--- src/rtl/wcm_pkg.sv ---
// Shared constants, field layouts and types of the watchdog and clock monitor.
// Assumes a 100 MHz system clock and 32-bit APB register access.
package wcm_pkg;
    // ----------------------------------------
    // Clock and register map
    // ----------------------------------------
    localparam int CLK_MHZ = 100;
    localparam logic [11:0] ADDR_SVC = 12'h000;
    localparam logic [11:0] ADDR_TCTL = 12'h004;
    localparam logic [11:0] ADDR_STAT = 12'h008;
    localparam logic [11:0] ADDR_CNT = 12'h00C;

    // ----------------------------------------
    // Service register
    // ----------------------------------------
    localparam logic [4:0] SVC_KEY = 5'h0C;
    localparam logic [1:0] SVC_SEL_RST = 2'h3;
    localparam logic SVC_CM_RST = 1'b1;

    // ----------------------------------------
    // Window limits in timebase clocks
    // ----------------------------------------
    localparam logic [16:0] WD_LOWER = 17'h00800;
    localparam logic [16:0] WD_UPPER_BASE = 17'h02000;

    // ----------------------------------------
    // Clock monitor and fault pin timing
    // ----------------------------------------
    localparam int CM_GAP_TIME_US = 1000;
    localparam int CM_GAP_CYCLES = CM_GAP_TIME_US * CLK_MHZ;
    localparam logic [5:0] CM_RELEASE_TICKS = 6'h18;
    localparam logic [5:0] FAULT_HOLD_CYCLES = 6'h18;

    // ----------------------------------------
    // Idle timer and status fields
    // ----------------------------------------
    localparam logic [2:0] TCTL_RST = 3'h0;
    localparam logic [16:0] TICK_MASK0 = 17'h00003;
    localparam logic [16:0] TICK_MASK1 = 17'h00007;
    localparam logic [16:0] TICK_MASK2 = 17'h0000F;
    localparam logic [16:0] TICK_MASK3 = 17'h0001F;
    localparam logic [16:0] TICK_MASK4 = 17'h0FFFF;
    localparam int STAT_PEND = 0;
    localparam int STAT_WDF = 1;
    localparam int STAT_CMF = 2;
    localparam int STAT_FIRST = 3;
    localparam int STAT_LOWER = 4;

    typedef struct packed {
        logic [1:0] sel;
        logic [4:0] key;
        logic cm_en;
    } wcm_svc_type;

    typedef struct packed {
        logic [11:0] addr;
        logic write;
        logic [31:0] wdata;
    } wcm_apb_req_type;

    typedef enum logic [1:0] {
        WD_RUN = 2'b00,
        WD_DRIVE = 2'b01,
        WD_HOLD = 2'b11,
        WD_RELEASE = 2'b10
    } wcm_wd_state_type;
endpackage

--- src/rtl/wcm_clk_monitor.sv ---
// Clock monitor: flags an instruction clock that is too slow or absent.
// Assumes tc_tick is a one-cycle pulse per instruction cycle, same clock.
`timescale 1ns/1ps
module wcm_clk_monitor #(
    parameter int GAP_CYCLES = wcm_pkg::CM_GAP_CYCLES
) (
    input wire logic clk_sys,
    input wire logic sys_rst,
    input wire logic enable,
    input wire logic tc_tick,
    output logic cm_err
);
    logic [23:0] gap_ff;
    logic [5:0] good_ff;
    logic err_ff;
    logic gap_hit;

    // Gap of 1 ms sits between the 5 kHz pass and 10 Hz fail limits
    assign gap_hit = (gap_ff == 24'(GAP_CYCLES - 1));

    // Cycles since the last instruction tick
    always_ff @(posedge clk_sys) begin
        if (sys_rst || tc_tick || !enable) begin
            gap_ff <= 24'h000000;
        end else if (!gap_hit) begin
            gap_ff <= gap_ff + 24'h000001;
        end
    end

    // Error holds until enough well-spaced ticks are seen
    always_ff @(posedge clk_sys) begin
        if (sys_rst || !enable) begin
            err_ff <= 1'b0;
            good_ff <= 6'h00;
        end else if (gap_hit) begin
            err_ff <= 1'b1;
            good_ff <= 6'h00;
        end else if (err_ff && tc_tick) begin
            if (good_ff == wcm_pkg::CM_RELEASE_TICKS - 6'h01) begin
                err_ff <= 1'b0;
                good_ff <= 6'h00;
            end else begin
                good_ff <= good_ff + 6'h01;
            end
        end
    end

    assign cm_err = err_ff;
endmodule

--- src/rtl/wcm_sync2.sv ---
// Two-flop synchroniser for one level from outside the clock domain.
// Assumes the level is stable for several clock cycles.
`timescale 1ns/1ps
module wcm_sync2 (
    input wire logic clk_sys,
    input wire logic sys_rst,
    input wire logic async_in,
    output logic sync_out
);
    logic meta_ff;
    logic sync_ff;

    // Reset to high: released pull-up level
    always_ff @(posedge clk_sys) begin
        if (sys_rst) begin
            meta_ff <= 1'b1;
            sync_ff <= 1'b1;
        end else begin
            meta_ff <= async_in;
            sync_ff <= meta_ff;
        end
    end

    assign sync_out = sync_ff;
endmodule

--- src/rtl/wcm_watchdog.sv ---
// Windowed watchdog with keyed service register, clock monitor and idle timer.
// Assumes core events arrive as same-clock signals; only the fault pin is async.
//
// The implementer's own choices: the APB slave port and the address map.
`timescale 1ns/1ps

module wcm_watchdog #(
    parameter int CM_GAP_CYCLES = wcm_pkg::CM_GAP_CYCLES
) (
    input wire logic clk_sys,
    input wire logic sys_rst,
    input wire logic por_rst,
    input wire logic psel,
    input wire logic penable,
    input wire logic pwrite,
    input wire logic [11:0] paddr,
    input wire logic [31:0] pwdata,
    output logic [31:0] prdata,
    output logic pready,
    output logic pslverr,
    input wire logic tc_tick,
    input wire logic ls_tick,
    input wire logic low_speed_mode,
    input wire logic wd_option_n,
    input wire logic halt_mode,
    input wire logic idle_mode,
    input wire logic boot_entry,
    input wire logic boot_return,
    input wire logic shared_fault_pin_i,
    output logic shared_fault_pin_o,
    output logic shared_fault_pin_oe_n,
    output logic shared_fault_pin_pullup_en,
    output logic fault_out_n,
    output logic idle_tick_pending
);
    // ----------------------------------------
    // Declarations
    // ----------------------------------------
    wcm_pkg::wcm_apb_req_type req;
    wcm_pkg::wcm_svc_type svc_in;
    wcm_pkg::wcm_svc_type svc_cur;
    wcm_pkg::wcm_wd_state_type state_ff;
    wcm_pkg::wcm_wd_state_type nxt_state;
    logic [16:0] tb_cnt_ff;
    logic [16:0] wd_cnt_ff;
    logic [16:0] upper_lim;
    logic [16:0] tick_mask;
    logic [5:0] hold_ff;
    logic [2:0] tsel_ff;
    logic [1:0] sel_ff;
    logic cm_en_ff;
    logic first_ff;
    logic lower_chk_ff;
    logic pend_ff;
    logic halt_q_ff;
    logic idle_q_ff;
    logic pready_ff;
    logic pslverr_ff;
    logic [31:0] prdata_ff;
    logic nxt_drive;
    logic pin_lvl;
    logic cm_err;
    logic wd_en;
    logic tb_tick;
    logic wd_count;
    logic acc_end;
    logic wr_en;
    logic svc_take;
    logic key_bad;
    logic svc_bad;
    logic early;
    logic expire;
    logic wd_err;
    logic restart;
    logic mapped;

    // ----------------------------------------
    // Submodules
    // ----------------------------------------
    wcm_sync2 u_pin_sync (
        .clk_sys(clk_sys),
        .sys_rst(sys_rst),
        .async_in(shared_fault_pin_i),
        .sync_out(pin_lvl)
    );

    // Monitor runs in halt and idle too
    wcm_clk_monitor #(
        .GAP_CYCLES(CM_GAP_CYCLES)
    ) u_clk_mon (
        .clk_sys(clk_sys),
        .sys_rst(sys_rst),
        .enable(cm_en_ff & wd_en),
        .tc_tick(tc_tick),
        .cm_err(cm_err)
    );

    // ----------------------------------------
    // Timebase and idle timer
    // ----------------------------------------
    assign wd_en = ~wd_option_n;
    assign tb_tick = low_speed_mode ? ls_tick : tc_tick;

    // Counter kept through system reset; only power-on clears it
    always_ff @(posedge clk_sys) begin
        if (por_rst) begin
            tb_cnt_ff <= 17'h00000;
        end else if (tb_tick) begin
            tb_cnt_ff <= tb_cnt_ff + 17'h00001;
        end
    end

    // Low bits all ones means the selected bit toggles on this tick
    always_comb begin
        case (tsel_ff)
            3'h0: tick_mask = wcm_pkg::TICK_MASK0;
            3'h1: tick_mask = wcm_pkg::TICK_MASK1;
            3'h2: tick_mask = wcm_pkg::TICK_MASK2;
            3'h3: tick_mask = wcm_pkg::TICK_MASK3;
            default: tick_mask = wcm_pkg::TICK_MASK4;
        endcase
    end

    // ----------------------------------------
    // APB access decode
    // ----------------------------------------
    assign req = '{addr: paddr, write: pwrite, wdata: pwdata};
    assign acc_end = psel & penable & pready_ff;
    assign wr_en = acc_end & req.write & ~pslverr_ff;
    assign mapped = (req.addr == wcm_pkg::ADDR_SVC) || (req.addr == wcm_pkg::ADDR_TCTL)
        || (req.addr == wcm_pkg::ADDR_STAT) || (req.addr == wcm_pkg::ADDR_CNT);

    // One wait state; read data and error captured on the same edge that raises pready
    always_ff @(posedge clk_sys) begin
        if (sys_rst) begin
            pready_ff <= 1'b0;
            pslverr_ff <= 1'b0;
            prdata_ff <= 32'h00000000;
        end else begin
            pready_ff <= psel & penable & ~pready_ff;
            // Error stands with pready only, never past the access
            pslverr_ff <= psel & penable & ~pready_ff & ~mapped;
            if (psel && penable && !pready_ff) begin
                case (req.addr)
                    wcm_pkg::ADDR_SVC: prdata_ff <= {24'h000000, sel_ff, 5'h00, cm_en_ff};
                    wcm_pkg::ADDR_TCTL: prdata_ff <= {29'h00000000, tsel_ff};
                    wcm_pkg::ADDR_STAT: prdata_ff <= {27'h0000000, lower_chk_ff, first_ff,
                        cm_err, (state_ff != wcm_pkg::WD_RUN), pend_ff};
                    wcm_pkg::ADDR_CNT: prdata_ff <= {15'h0000, tb_cnt_ff};
                    default: prdata_ff <= 32'h00000000;
                endcase
            end
        end
    end

    // Idle tick select
    always_ff @(posedge clk_sys) begin
        if (sys_rst) begin
            tsel_ff <= wcm_pkg::TCTL_RST;
        end else if (wr_en && req.addr == wcm_pkg::ADDR_TCTL) begin
            tsel_ff <= req.wdata[2:0];
        end
    end

    // Pending flag: a toggle in the clearing cycle wins over the clear
    always_ff @(posedge clk_sys) begin
        if (sys_rst) begin
            pend_ff <= 1'b0;
        end else if (tb_tick && ((tb_cnt_ff & tick_mask) == tick_mask)) begin
            pend_ff <= 1'b1;
        end else if (wr_en && req.addr == wcm_pkg::ADDR_STAT && req.wdata[wcm_pkg::STAT_PEND]) begin
            pend_ff <= 1'b0;
        end
    end

    // ----------------------------------------
    // Service checking
    // ----------------------------------------
    assign svc_in = wcm_pkg::wcm_svc_type'(req.wdata[7:0]);
    assign svc_cur = '{sel: sel_ff, key: wcm_pkg::SVC_KEY, cm_en: cm_en_ff};
    assign upper_lim = wcm_pkg::WD_UPPER_BASE << sel_ff;
    assign svc_take = wr_en & (req.addr == wcm_pkg::ADDR_SVC) & wd_en
        & (state_ff == wcm_pkg::WD_RUN);
    assign key_bad = (svc_in.key != wcm_pkg::SVC_KEY);
    assign svc_bad = first_ff ? (svc_in != svc_cur) : key_bad;
    assign early = first_ff & lower_chk_ff & (wd_cnt_ff < wcm_pkg::WD_LOWER);
    assign wd_count = wd_en & ~halt_mode & ~idle_mode & (state_ff == wcm_pkg::WD_RUN);
    assign expire = wd_count & tb_tick & (wd_cnt_ff == upper_lim - 17'h00001);
    assign wd_err = (svc_take & (svc_bad | early)) | expire;
    assign restart = (svc_take & ~svc_bad & ~early)
        | (halt_q_ff & ~halt_mode)
        | (idle_q_ff & ~idle_mode)
        | boot_entry | boot_return
        | ((state_ff == wcm_pkg::WD_RELEASE) & pin_lvl);

    // Configuration fixed by the first keyed service
    always_ff @(posedge clk_sys) begin
        if (sys_rst) begin
            first_ff <= 1'b0;
            sel_ff <= wcm_pkg::SVC_SEL_RST;
            cm_en_ff <= wcm_pkg::SVC_CM_RST;
        end else if (svc_take && !first_ff && !key_bad) begin
            first_ff <= 1'b1;
            sel_ff <= svc_in.sel;
            cm_en_ff <= svc_in.cm_en;
        end
    end

    // Lower check muted while running from boot code
    always_ff @(posedge clk_sys) begin
        if (sys_rst) begin
            lower_chk_ff <= 1'b1;
        end else if (boot_entry) begin
            lower_chk_ff <= 1'b0;
        end else if (boot_return) begin
            lower_chk_ff <= 1'b1;
        end
    end

    // Mode edge history for exit detection
    always_ff @(posedge clk_sys) begin
        if (sys_rst) begin
            halt_q_ff <= 1'b0;
            idle_q_ff <= 1'b0;
        end else begin
            halt_q_ff <= halt_mode;
            idle_q_ff <= idle_mode;
        end
    end

    // Window counter; an error also clears it
    always_ff @(posedge clk_sys) begin
        if (sys_rst || restart || wd_err) begin
            wd_cnt_ff <= 17'h00000;
        end else if (wd_count && tb_tick) begin
            wd_cnt_ff <= wd_cnt_ff + 17'h00001;
        end
    end

    // ----------------------------------------
    // Fault sequence
    // ----------------------------------------
    // Drive, wait for the pin to read low, hold, then wait for it high
    always_comb begin
        nxt_state = state_ff;
        case (state_ff)
            wcm_pkg::WD_RUN: begin
                if (wd_err) begin
                    nxt_state = wcm_pkg::WD_DRIVE;
                end
            end
            wcm_pkg::WD_DRIVE: begin
                if (!pin_lvl) begin
                    nxt_state = wcm_pkg::WD_HOLD;
                end
            end
            wcm_pkg::WD_HOLD: begin
                if (hold_ff == wcm_pkg::FAULT_HOLD_CYCLES - 6'h01) begin
                    nxt_state = wcm_pkg::WD_RELEASE;
                end
            end
            wcm_pkg::WD_RELEASE: begin
                if (pin_lvl) begin
                    nxt_state = wcm_pkg::WD_RUN;
                end
            end
            default: nxt_state = wcm_pkg::WD_RUN;
        endcase
    end

    // Detector inactive in reset
    always_ff @(posedge clk_sys) begin
        if (sys_rst) begin
            state_ff <= wcm_pkg::WD_RUN;
        end else begin
            state_ff <= nxt_state;
        end
    end

    // Hold count after the pin is seen low
    always_ff @(posedge clk_sys) begin
        if (sys_rst || state_ff != wcm_pkg::WD_HOLD) begin
            hold_ff <= 6'h00;
        end else begin
            hold_ff <= hold_ff + 6'h01;
        end
    end

    // ----------------------------------------
    // Pin drivers
    // ----------------------------------------
    // Either source pulls the pin low, one cycle after the error edge
    assign nxt_drive = wd_en & (cm_err | (nxt_state == wcm_pkg::WD_DRIVE)
        | (nxt_state == wcm_pkg::WD_HOLD));

    // Pin is released and the pull-up is off in reset; after reset the pull-up is on only while wd_en is set
    always_ff @(posedge clk_sys) begin
        if (sys_rst) begin
            shared_fault_pin_o <= 1'b0;
            shared_fault_pin_oe_n <= 1'b1;
            shared_fault_pin_pullup_en <= 1'b0;
            fault_out_n <= 1'b1;
        end else begin
            shared_fault_pin_o <= 1'b0; // Data stays low; only the enable moves
            shared_fault_pin_oe_n <= ~nxt_drive;
            shared_fault_pin_pullup_en <= wd_en;
            fault_out_n <= ~nxt_drive;
        end
    end

    assign prdata = prdata_ff;
    assign pready = pready_ff;
    assign pslverr = pslverr_ff;
    assign idle_tick_pending = pend_ff;
endmodule

--- config.mk ---
export PLATFORM = sky130hd
export DESIGN_NAME = wcm_watchdog
export DESIGN_NICKNAME = d
export VERILOG_FILES = /design/src/rtl/wcm_pkg.sv /design/src/rtl/wcm_clk_monitor.sv /design/src/rtl/wcm_sync2.sv /design/src/rtl/wcm_watchdog.sv
export SDC_FILE = /design/constraint.sdc
export NUM_CORES = 1
export LEC_CHECK = 0
export BUFFER_PORTS_ARGS = -buffer_cell sky130_fd_sc_hd__buf_2
export CAP_MARGIN = 0
export CORE_UTILIZATION = 37
export DETAILED_ROUTE_END_ITERATION = 8
export GPL_TIMING_DRIVEN = 0
export PLACE_DENSITY = 0.62
export SYNTH_ARGS = -nofsm -noshare
export SYNTH_HDL_FRONTEND = slang
export SYNTH_HIERARCHICAL = 1
export SYNTH_SLANG_ARGS = --single-unit
--- constraint.sdc ---
create_clock -name clk_sys -period 2.8 [get_ports clk_sys]
set_input_delay 0 -clock clk_sys [delete_from_list [all_inputs] [get_ports clk_sys]]
set_output_delay 0 -clock clk_sys [all_outputs]
set_load 0.02 [all_outputs]
## Word-level counts from Yosys, hierarchy flattened

Index checks and enable logic that the tools add are counted.

- Register bits: 122
- Input bits: 59
- Output and inout port bits: 39
- Logic and storage cells: 142

- Add/sub/neg operators: 6
- Magnitude comparators: 1
- Equal/unequal tests: 19
- Shift operators: 1
- Multiplexer cells: 17
- Bitwise gates (word level): 43
- Reductions and logical operators: 33

Operator list:

| operator | number |
|---|---|
| $pmux 17 s4 | 1 |
| $pmux 16 s4 | 1 |
| $add 17x1->17 const B | 2 |
| $eq 17x17->1 | 2 |
| $add 24x1->24 const B | 1 |
| $and 1x1->1 | 24 |
| $eq 12x4->1 const B | 2 |
| $eq 24x17->1 const B | 1 |
| $and 17x17->17 | 1 |
| $lt 17x12->1 const B | 1 |
| $shl 14x2->17 const A | 1 |
| $sub 17x1->17 const B | 1 |
| $add 6x1->6 const B | 2 |
| $eq 12x3->1 const B | 1 |
| $eq 6x5->1 const B | 2 |
| $logic_not 12->1 | 1 |
| $logic_and 1x1->1 | 10 |
| $reduce_bool 2->1 | 5 |
| $logic_or 1x1->1 | 9 |
| $mux 1 | 9 |
| $not 1->1 | 9 |
| $or 1x1->1 | 9 |
| $mux 2 | 4 |
| $ne 8x8->1 | 1 |
| 13 further kinds | 20 |

## Logic depth before layout (Yosys ltp)

Gate-level depths: netlist of the first run.

- Depth in word-level cells: 16
- Mapped depth: 7
- Depth with buffers taken out: 6

## Hierarchy

Netlist of the first run, hierarchy kept.

By module, submodules not included:

| module | times used | cells an instance | area each (um^2) | seq. area each (um^2) |
|---|---|---|---|---|
| wcm_watchdog | 1 | 396 | 3460.8 | 1481.4 |
| wcm_clk_monitor | 1 | 174 | 1468.9 | 620.6 |
| wcm_sync2 | 1 | 4 | 52.6 | 40.0 |

## Worst setup path after synthesis of the first run

OpenSTA, ideal clock, no wires.

- Path type: reg-to-reg
- Start point: register state_ff[1]
- End point: register cm_en_ff
- Setup time: 0.120 ns
- Arrival: 1.674 ns
- Required time: 2.680 ns
- Setup slack: 1.006 ns
- Stages on the path, launching flop included: 5
- Buffers on the path: 0
- Period minus slack after synthesis: 1.794 ns
- Cells stage by stage: dfxtp_1 or3_1 nor4b_1 nand4_2 a211o_1

- Word-level cells in the longest chain between the ends: 4

Ends and longest elaborated chain:

| item | line | RTL |
|---|---|---|
| start, declared | wcm_watchdog.sv:42 | `wcm_pkg::wcm_wd_state_type state_ff;` |
| start signal, assigned | wcm_watchdog.sv:274 | `state_ff <= wcm_pkg::WD_RUN;` |
| start signal, assigned | wcm_watchdog.sv:276 | `state_ff <= nxt_state;` |
| $logic_not 2->1 | wcm_watchdog.sv:183 | `& (state_ff == wcm_pkg::WD_RUN);` |
| $and 1x1->1 | wcm_watchdog.sv:183 |  |
| $logic_and 1x1->1 (2 in series) | wcm_watchdog.sv:202 | `end else if (svc_take && !first_ff && !key_bad) begin` |
| end signal, assigned | wcm_watchdog.sv:201 | `cm_en_ff <= wcm_pkg::SVC_CM_RST;` |
| end signal, assigned | wcm_watchdog.sv:205 | `cm_en_ff <= svc_in.cm_en;` |
| end, declared | wcm_watchdog.sv:51 | `logic cm_en_ff;` |

Every way passes these cells.
A chain may end at the register's enable or synchronous reset.

## Worst setup path in the final report of the first run

- Start point: register state_ff[1]
- End point: register wd_cnt_ff[16]

- Word-level cells in the longest chain between the ends: 11
- Elaborated cells between the ends (all ways): 19
- Classes of those cells: eq/ne: 1; bitwise: 14; reduce/logical: 4

Ends and longest elaborated chain:

| item | line | RTL |
|---|---|---|
| $logic_not 2->1 | wcm_watchdog.sv:183, wcm_watchdog.sv:187 |  |
| $and 1x1->1 | wcm_watchdog.sv:183 |  |
| $and 1x1->1 (2 in series) | wcm_watchdog.sv:190 | `assign restart = (svc_take & ~svc_bad & ~early)` |
| $or 1x1->1 | wcm_watchdog.sv:191 | `\| (halt_q_ff & ~halt_mode)` |
| $or 1x1->1 | wcm_watchdog.sv:192 | `\| (idle_q_ff & ~idle_mode)` |
| $or 1x1->1 (2 in series) | wcm_watchdog.sv:193 | `\| boot_entry \| boot_return` |
| $or 1x1->1 | wcm_watchdog.sv:194 | `\| ((state_ff == wcm_pkg::WD_RELEASE) & pin_lvl);` |
| $logic_or 1x1->1 (2 in series) | wcm_watchdog.sv:233 | `if (sys_rst \|\| restart \|\| wd_err) begin` |
| end signal, assigned | wcm_watchdog.sv:236 | `wd_cnt_ff <= wd_cnt_ff + 17'h00001;` |
| end, declared | wcm_watchdog.sv:45 | `logic [16:0] wd_cnt_ff;` |

Parallel ways exist; a longest one is shown, timed or not.

==> results.toml, run 1 <==
[detailed_routing]
drtPass1Iterations = 4
wl_per_cell_um = 12.8
antenna_left = 0
vias = 4220
vias_per_cell = 4.98
drc_errors = 0
drtIter0Drc = 208
drt-total-wl_um = 10900

[synth]
yosys.area_share.adder_pct = 1.26
synthMostInstantiatedCell = "dfxtp_1"
synth_top_area_share_pct = 43.0
syn_inst = 574
async_reset_ff_share_pct = 0
synth-compound-area-share_pct = 8.11
yosys_register_bits = 107
muxShareOfSynthArea_pct = 2.51
netlist.top_cell.by_area = "dfxtp_1"
synth-edff-count = 0
netlist_top_cells_count = "dfxtp_1, nor2_1, nand2_1, xnor2_1, nand3_1"
synth_top_family_by_area = "simple AND/OR/NAND/NOR gates"
synth_area_per_cell_um2 = 8.68
netlist_top_cells_area = "dfxtp_1, nor2_1, xnor2_1, xor2_1, nand2_1"
seq_area_frac_synth_pct = 43.0
synthSimpleGateAreaFrac_pct = 29.4
yosys_warnings = 6
synth_flop_cell = "dfxtp_1"
synth_cell_types = 54
synthXorXnorAreaFrac_pct = 10.0
syn_area_um2 = 4980

[hold_path]
hold_path.class = "in2reg"

[final_layout]
fin_area_um2 = 5970
diodes = 0
area_growth_pct = 19.9
final_nets = 730
finish.utilization_pct = 45.3
layout-drive-gt1-share_pct = 16.5
n_fill_cell = 1285
final_cells = 847

[placement]
placed_cell_area_um2 = 5530
post-place-cells = 820
hpwl_um = 8210
portBuffers = 55
pre_cts_ws_ns = 0.705
gp_congestion = 0.794

[timing]
fin_skew_ns = 0.00559
max_freq_ghz = 0.483
timing.final.crit_period_ns = 2.07
rsz0062_at_grt = "no"
holdWs_ns = 0.0160
worstMarginPinSlew_ns = 0.809
finalSetupViolCount = 0
slew_viol_final = 0
maxSlewHeadroom_pct = 44.5
hold_viol = 0
fin_tns_setup_ns = 0
min_period_over_period_pct = 74.0
setup_ws_ns = 0.729

[grt]
track_usage_pct = 16.7
grt_max_degree = 17
grt_pass1_vias = 4108
grt_pass1_wl_um = 18900
grt_overflow = 0
antenna_found_initial = 0

[clock_tree]
root_buffer = "clkbuf_16"
htreeDepth = 3
cts_sinks = 107
cts_buffers = 9
clkLatencyLatePin_ns = 0.34
cts_tree = "built"
postCtsSetupBuffers = 0
cts.path.max_buffers = 2
clk_pin_slew_ns = 0.07

[floorplan]
initial_core_util_pct = 37.8
chipHeight_um = 118
fp.coreArea_um2 = 13200
die_x_um = 118
die_area_um2 = 13900
rows = 42
io_pins = 98

[setup_path]
cp_top_family = "simple AND/OR/NAND/NOR gates"
startpoint_type = "flop"
end_kind = "flop"
cp.arrival_ns = 2.31
crit_path_max_incr_delay_ns = 0.49
crit_chain = "or3_1 > nor4b_1 > nand2_1 > nand4_2 > buf_4 > nor2_1"
required_ns = 3.03
slowest_stage = "or3_1"
path_class = "reg2reg"
path_max_fanout = 10
cp_num_buf_inv = 1

[pwr]
leakagePower_nw = 2.22
peakVddDrop_mv = 0.386
p_per_area_nw_per_um2 = 518
power_mw = 3.09

[flow_run]
maxCapViolCount = 0

[outcome]
status = "completed"
[report_power, final]
group	internal, mW	switching (mW)	leakage, nW
sequential	1.53	0.0103	0.864
clock	0.831	0.543	0.159
combinational	0.0724	0.105	1.20
[layout by cell type, fill, tap and decap left out, drive strengths merged, types with 3 or more instances in the layout]
cell type / netlist / layout
nand3: 30 / 30
or2: 3 / 3
dlygate4sd3: 0 / 11
nor2: 94 / 94
nor4b: 4 / 4
mux2i: 8 / 8
conb: 1 / 16
ha: 5 / 5
nor2b: 6 / 6
buf: 25 / 80
a211o: 3 / 3
nand2b: 3 / 3
a22oi: 12 / 12
dfxtp: 107 / 107
nor4: 14 / 14
or3: 15 / 15
a21oi: 26 / 26
and3: 3 / 3
nand4: 20 / 20
o21ai: 16 / 16
inv: 15 / 15
nor3: 11 / 11
and4: 11 / 11
clkbuf: 13 / 25
or4: 4 / 4
nand2: 49 / 49
xnor2: 31 / 31
xor2: 26 / 26
[what timing repair did]
item,4_1_cts,5_1_grt
setup endpoints to repair,0,0
resized for setup,0,0
hold buffers,11,0
hold endpoints to repair,10,0
[per-layer routing]
| layer | part of all wire (%) | track usage [%] | up-vias | wire length [um] |
|---|---|---|---|---|
| met3 | 3.5 | 3.44 | 13 | 383 |
| met1 | 47 | 21.0 | 1993 | 5050 |
| met4 | 1.3 | 5.29 | 0 | 144 |
| li1 | - | - | 2147 | - |
| met2 | 49 | 28.5 | 67 | 5280 |
| met5 | 0 | 0 | - | 0 |
[path summary, 6_finish.rpt]
check                           slack [ns]          startpoint  cells past startpoint                  end
worst max-delay path                  0.73         state_ff[1]                      6        wd_cnt_ff[16]
worst max register to register        0.73         state_ff[1]                      6        wd_cnt_ff[16]
worst min register to register        0.44  u_pin_sync/meta_ff                      1  u_pin_sync/sync_out
worst min-delay path                  0.02           pwdata[6]                      4            sel_ff[0]
[logic make-up after synthesis]
| group | after synthesis |
|---|---|
| adders and majority gates | 5 |
| DFF | 107 |
| muxes | 11 |
| and+or+nand+nor | 274 |
| xor gates and xnor gates | 57 |
| AOI/OAI and AO/OA | 66 |
| other | 1 |
| buffers and inverters | 53 |
[area by class of cell]
type | count | area [um2] | area share, %
inverter | 15 | 56.3 | 0.943
tap | 176 | 220 | 3.69
buffer | 38 | 225 | 3.77
clock buffer | 12 | 256 | 4.29
timing repair buffer | 66 | 385 | 6.45
clock inverter | 4 | 72.6 | 1.21
sequential | 107 | 2140 | 35.9
multi-input combinational | 429 | 2620 | 43.8
[worst register-to-register path: cells and delay by family, from the launching register on]
family                 cells  cell delay [ns]
and+or+nand+nor            5             1.39
DFF                        1             0.36
buffers and inverters      1             0.21
[sequential cells by signal (all words and copies together) (netlist names)]
register / count
sel_ff: 2
fault_out_n: 1
first_ff: 1
cm_en_ff: 1
wd_cnt_ff: 17
tsel_ff: 3
lower_chk_ff: 1
idle_q_ff: 1
pready: 1
hold_ff: 6
prdata: 17
halt_q_ff: 1
u_pin_sync/sync_out: 1
u_clk_mon/good_ff: 6
pslverr: 1
state_ff: 2
shared_fault_pin_pullup_en: 1
u_clk_mon/gap_ff: 24
u_clk_mon/cm_err: 1
u_pin_sync/meta_ff: 1
tb_cnt_ff: 17
idle_tick_pending: 1
Power figures use the tool's default switching activity.
==> run 2, diff against run 1 <==
--- a/config.mk
+++ b/config.mk
@@ -5,12 +5,13 @@
 export SDC_FILE = /design/constraint.sdc
 export NUM_CORES = 1
 export LEC_CHECK = 0
+export ABC_AREA = 1
 export BUFFER_PORTS_ARGS = -buffer_cell sky130_fd_sc_hd__buf_2
 export CAP_MARGIN = 0
 export CORE_UTILIZATION = 37
 export DETAILED_ROUTE_END_ITERATION = 8
 export GPL_TIMING_DRIVEN = 0
-export PLACE_DENSITY = 0.62
+export PLACE_DENSITY = 0.64
 export SYNTH_ARGS = -nofsm -noshare
 export SYNTH_HDL_FRONTEND = slang
 export SYNTH_HIERARCHICAL = 1
==> constraint.sdc (replaced) <==
create_clock -name clk_sys -period 1.67 [get_ports clk_sys]
set_input_delay 0 -clock clk_sys [delete_from_list [all_inputs] [get_ports clk_sys]]
set_output_delay 0 -clock clk_sys [all_outputs]
set_load 0.02 [all_outputs]
==> run 2 against run 1 <==
Compared with the run above:
- wire length rose by 21%
- largest power group unchanged
- largest cell class unchanged
- clock power increased by 71%
- register-to-register slack got worse by 0.63 ns
==> results.toml, run 2 <==
[pwr]
p_int_mw = 4.06
peakVddDrop_mv = 0.475
p_clk_share_pct = 44.7
p_sw_share_pct = 22.6
combPwrFrac_pct = 6.2
p_per_area_nw_per_um2 = 776
pwr-share-seq_pct = 49.1
leakagePower_nw = 2.64
switching_power_mw = 1.18

[clock_tree]
root_buffer = "clkbuf_16"
cts_sinks = 107
cts_buffers = 9
clkLatencyLatePin_ns = 0.36
clk_pin_slew_ns = 0.08
cts.path.max_buffers = 2
cts_tree = "built"
htreeDepth = 3

[detailed_routing]
drtIter0Drc = 371
antenna_left = 0
wl_per_cell_um = 11.7
drtPass1Iterations = 5
drt-total-wl_um = 13100
vias = 5364
drc_errors = 0
vias_per_cell = 4.76

[synth]
synth_cell_types = 40
synth_flop_cell = "dfxtp_1"
yosys_warnings = 6
syn_area_um2 = 5660
netlist_top_cells_area = "dfxtp_1, nand2_1, nor2_1, inv_1, a21oi_1"
synth_top_area_share_pct = 37.8
synth_area_per_cell_um2 = 6.76
synthMostInstantiatedCell = "nand2_1"
yosys_register_bits = 107
synth-edff-count = 0
async_reset_ff_share_pct = 0
syn_inst = 838
netlist.top_cell.by_area = "dfxtp_1"
netlist_top_cells_count = "nand2_1, nor2_1, dfxtp_1, inv_1, a21oi_1"
seq_area_frac_synth_pct = 37.8

[timing]
fin_skew_ns = 0.0149
max_freq_ghz = 0.635
maxSlewHeadroom_pct = 62.4
hold_viol = 0
worstMarginPinSlew_ns = 0.564
min_period_over_period_pct = 94.3
timing.final.crit_period_ns = 1.58
finalSetupViolCount = 0
slew_viol_final = 0

[setup_path]
path_class = "reg2reg"
required_ns = 1.91
rrSetupSlack_ns = 0.09
r2r_cells = 6
cp.arrival_ns = 1.82
end_kind = "flop"
worstSetupStartpoint = "u_clk_mon/gap_ff[0]"
endpoint = "u_clk_mon/good_ff[3]"
r2r-end = "u_clk_mon/good_ff[3]"
path_max_fanout = 6
startpoint_type = "flop"
r2r_start = "u_clk_mon/gap_ff[0]"

[placement]
portBuffers = 57
gp_congestion = 0.861
placed_cell_area_um2 = 6230
hpwl_um = 9710

[final_layout]
finish.utilization_pct = 45.8
largest_register = "u_clk_mon/gap_ff"
layout-drive-gt1-share_pct = 16.6
final_common_cell = "nand2_1"
largest_reg_flops = 24
fin_area_um2 = 6760
area_growth_pct = 19.3
layout_common_cells = "nand2_1, nor2_1, dfxtp_1, inv_1, a21oi_1"
diodes = 0
final_nets = 1003

[outcome]
status = "completed"

[grt]
antenna_found_initial = 0
track_usage_pct = 17.5
grt_pass1_vias = 4887
grt_max_degree = 18
grt_pass1_wl_um = 22400
grt_overflow = 0

[floorplan]
chipHeight_um = 126
rows = 44
die_area_um2 = 15800
initial_core_util_pct = 38.4
io_pins = 98
die_x_um = 126
fp.coreArea_um2 = 14800

[hold_path]
hold_path.class = "in2reg"

[flow_run]
maxCapViolCount = 0
[run 2: routing by layer]
layer | track usage (%) | up-vias | part of all wire [%] | wire length (um)
met2 | 28.5 | 123 | 44 | 5800
met1 | 23.1 | 2350 | 50 | 6550
met3 | 4.12 | 15 | 4.6 | 608
met4 | 5.24 | 0 | 1.4 | 183
met5 | 0 | - | 0 | 0
li1 | - | 2876 | - | -
[run 2: kinds of logic after synthesis]
| group | Yosys count | synth area share, % |
|---|---|---|
| AO/OA/AOI/OAI | 113 | 10.4 |
| XOR/XNOR | 19 | 2.94 |
| adder cells (fa/ha/maj) | 5 | 1.10 |
| buffers and inverters | 138 | 10.9 |
| flip-flops | 107 | 37.8 |
| other | 1 | 0.0662 |
| AND/OR/NAND/NOR | 455 | 36.8 |
[run 2: worst min-delay path by stage]
| stage | startpoint | to | slack [ns] | cells after the start |
|---|---|---|---|---|
| 3_5_place_dp | shared_fault_pin_i | u_pin_sync/meta_ff | 0.18 | 3 |
| 6_report | paddr[0] | pslverr | 0.03 | 5 |
| 4_1_cts | paddr[0] | pslverr | 0.02 | 5 |
| 3_3_place_gp | shared_fault_pin_i | u_pin_sync/meta_ff | 0.17 | 3 |
| 5_1_grt | paddr[0] | pslverr | 0.1 | 5 |
| 2_1_floorplan | por_rst | tb_cnt_ff[1] | 0.07 | 1 |
[run 2: what timing repair did]
| item | in CTS | in global routing |
|---|---|---|
| gates cloned | 0 | 0 |
| endpoints found under the hold margin | 21 | 0 |
| pin swaps | 0 | 1 |
| hold buffers | 15 | 0 |
| setup endpoints to repair | 25 | 37 |
| resized for setup | 2 | 11 |
| buffers inserted | 0 | 3 |
[run 2: layout make-up]
cell class | count | area [um2]
timing repair buffer | 75 | 458
clock inverter | 5 | 82.6
fill | 1539 | 8000
inverter | 106 | 398
tap | 184 | 230
buffer | 32 | 223
multi-input combinational | 608 | 2970
clock buffer | 11 | 243
sequential | 107 | 2150
[run 2: worst max-delay path, cell delays in order (launching register included)]
cell and delay, ns:
dfxtp_1 0.39, ha_2 0.30, nand3_2 0.19, nor2_1 0.22, nand3_2 0.14, nand2_2 0.16
a21oi_1 0.06
[run 2: power groups by stage]
stage,logic [mW],clock network (mW),registers (mW)
after floorplan,0.190,0,2.64
after global placement,0.286,0,2.64
after detailed placement,0.286,0,2.64
after CTS,0.316,2.42,2.58
after global routing,0.357,2.51,2.58
final,0.324,2.34,2.58
[run 2: through the flow]
step | setup TNS [ns] | worst slack (ns) | power, mW | hold slack [ns] | cells
after floorplan | 0 | 0.219 | 2.83 | 0.0691 | 853
after global placement | -0.835 | -0.0644 | 2.92 | 0.169 | 1094
after detailed placement | -0.854 | -0.0659 | 2.92 | 0.176 | 1094
after CTS | 0 | 0.00165 | 5.31 | 0.0198 | 1125
after global routing | -0.0734 | -0.0212 | 5.45 | 0.0993 | 1128
final | 0 | 0.0949 | 5.24 | 0.0264 | 1128
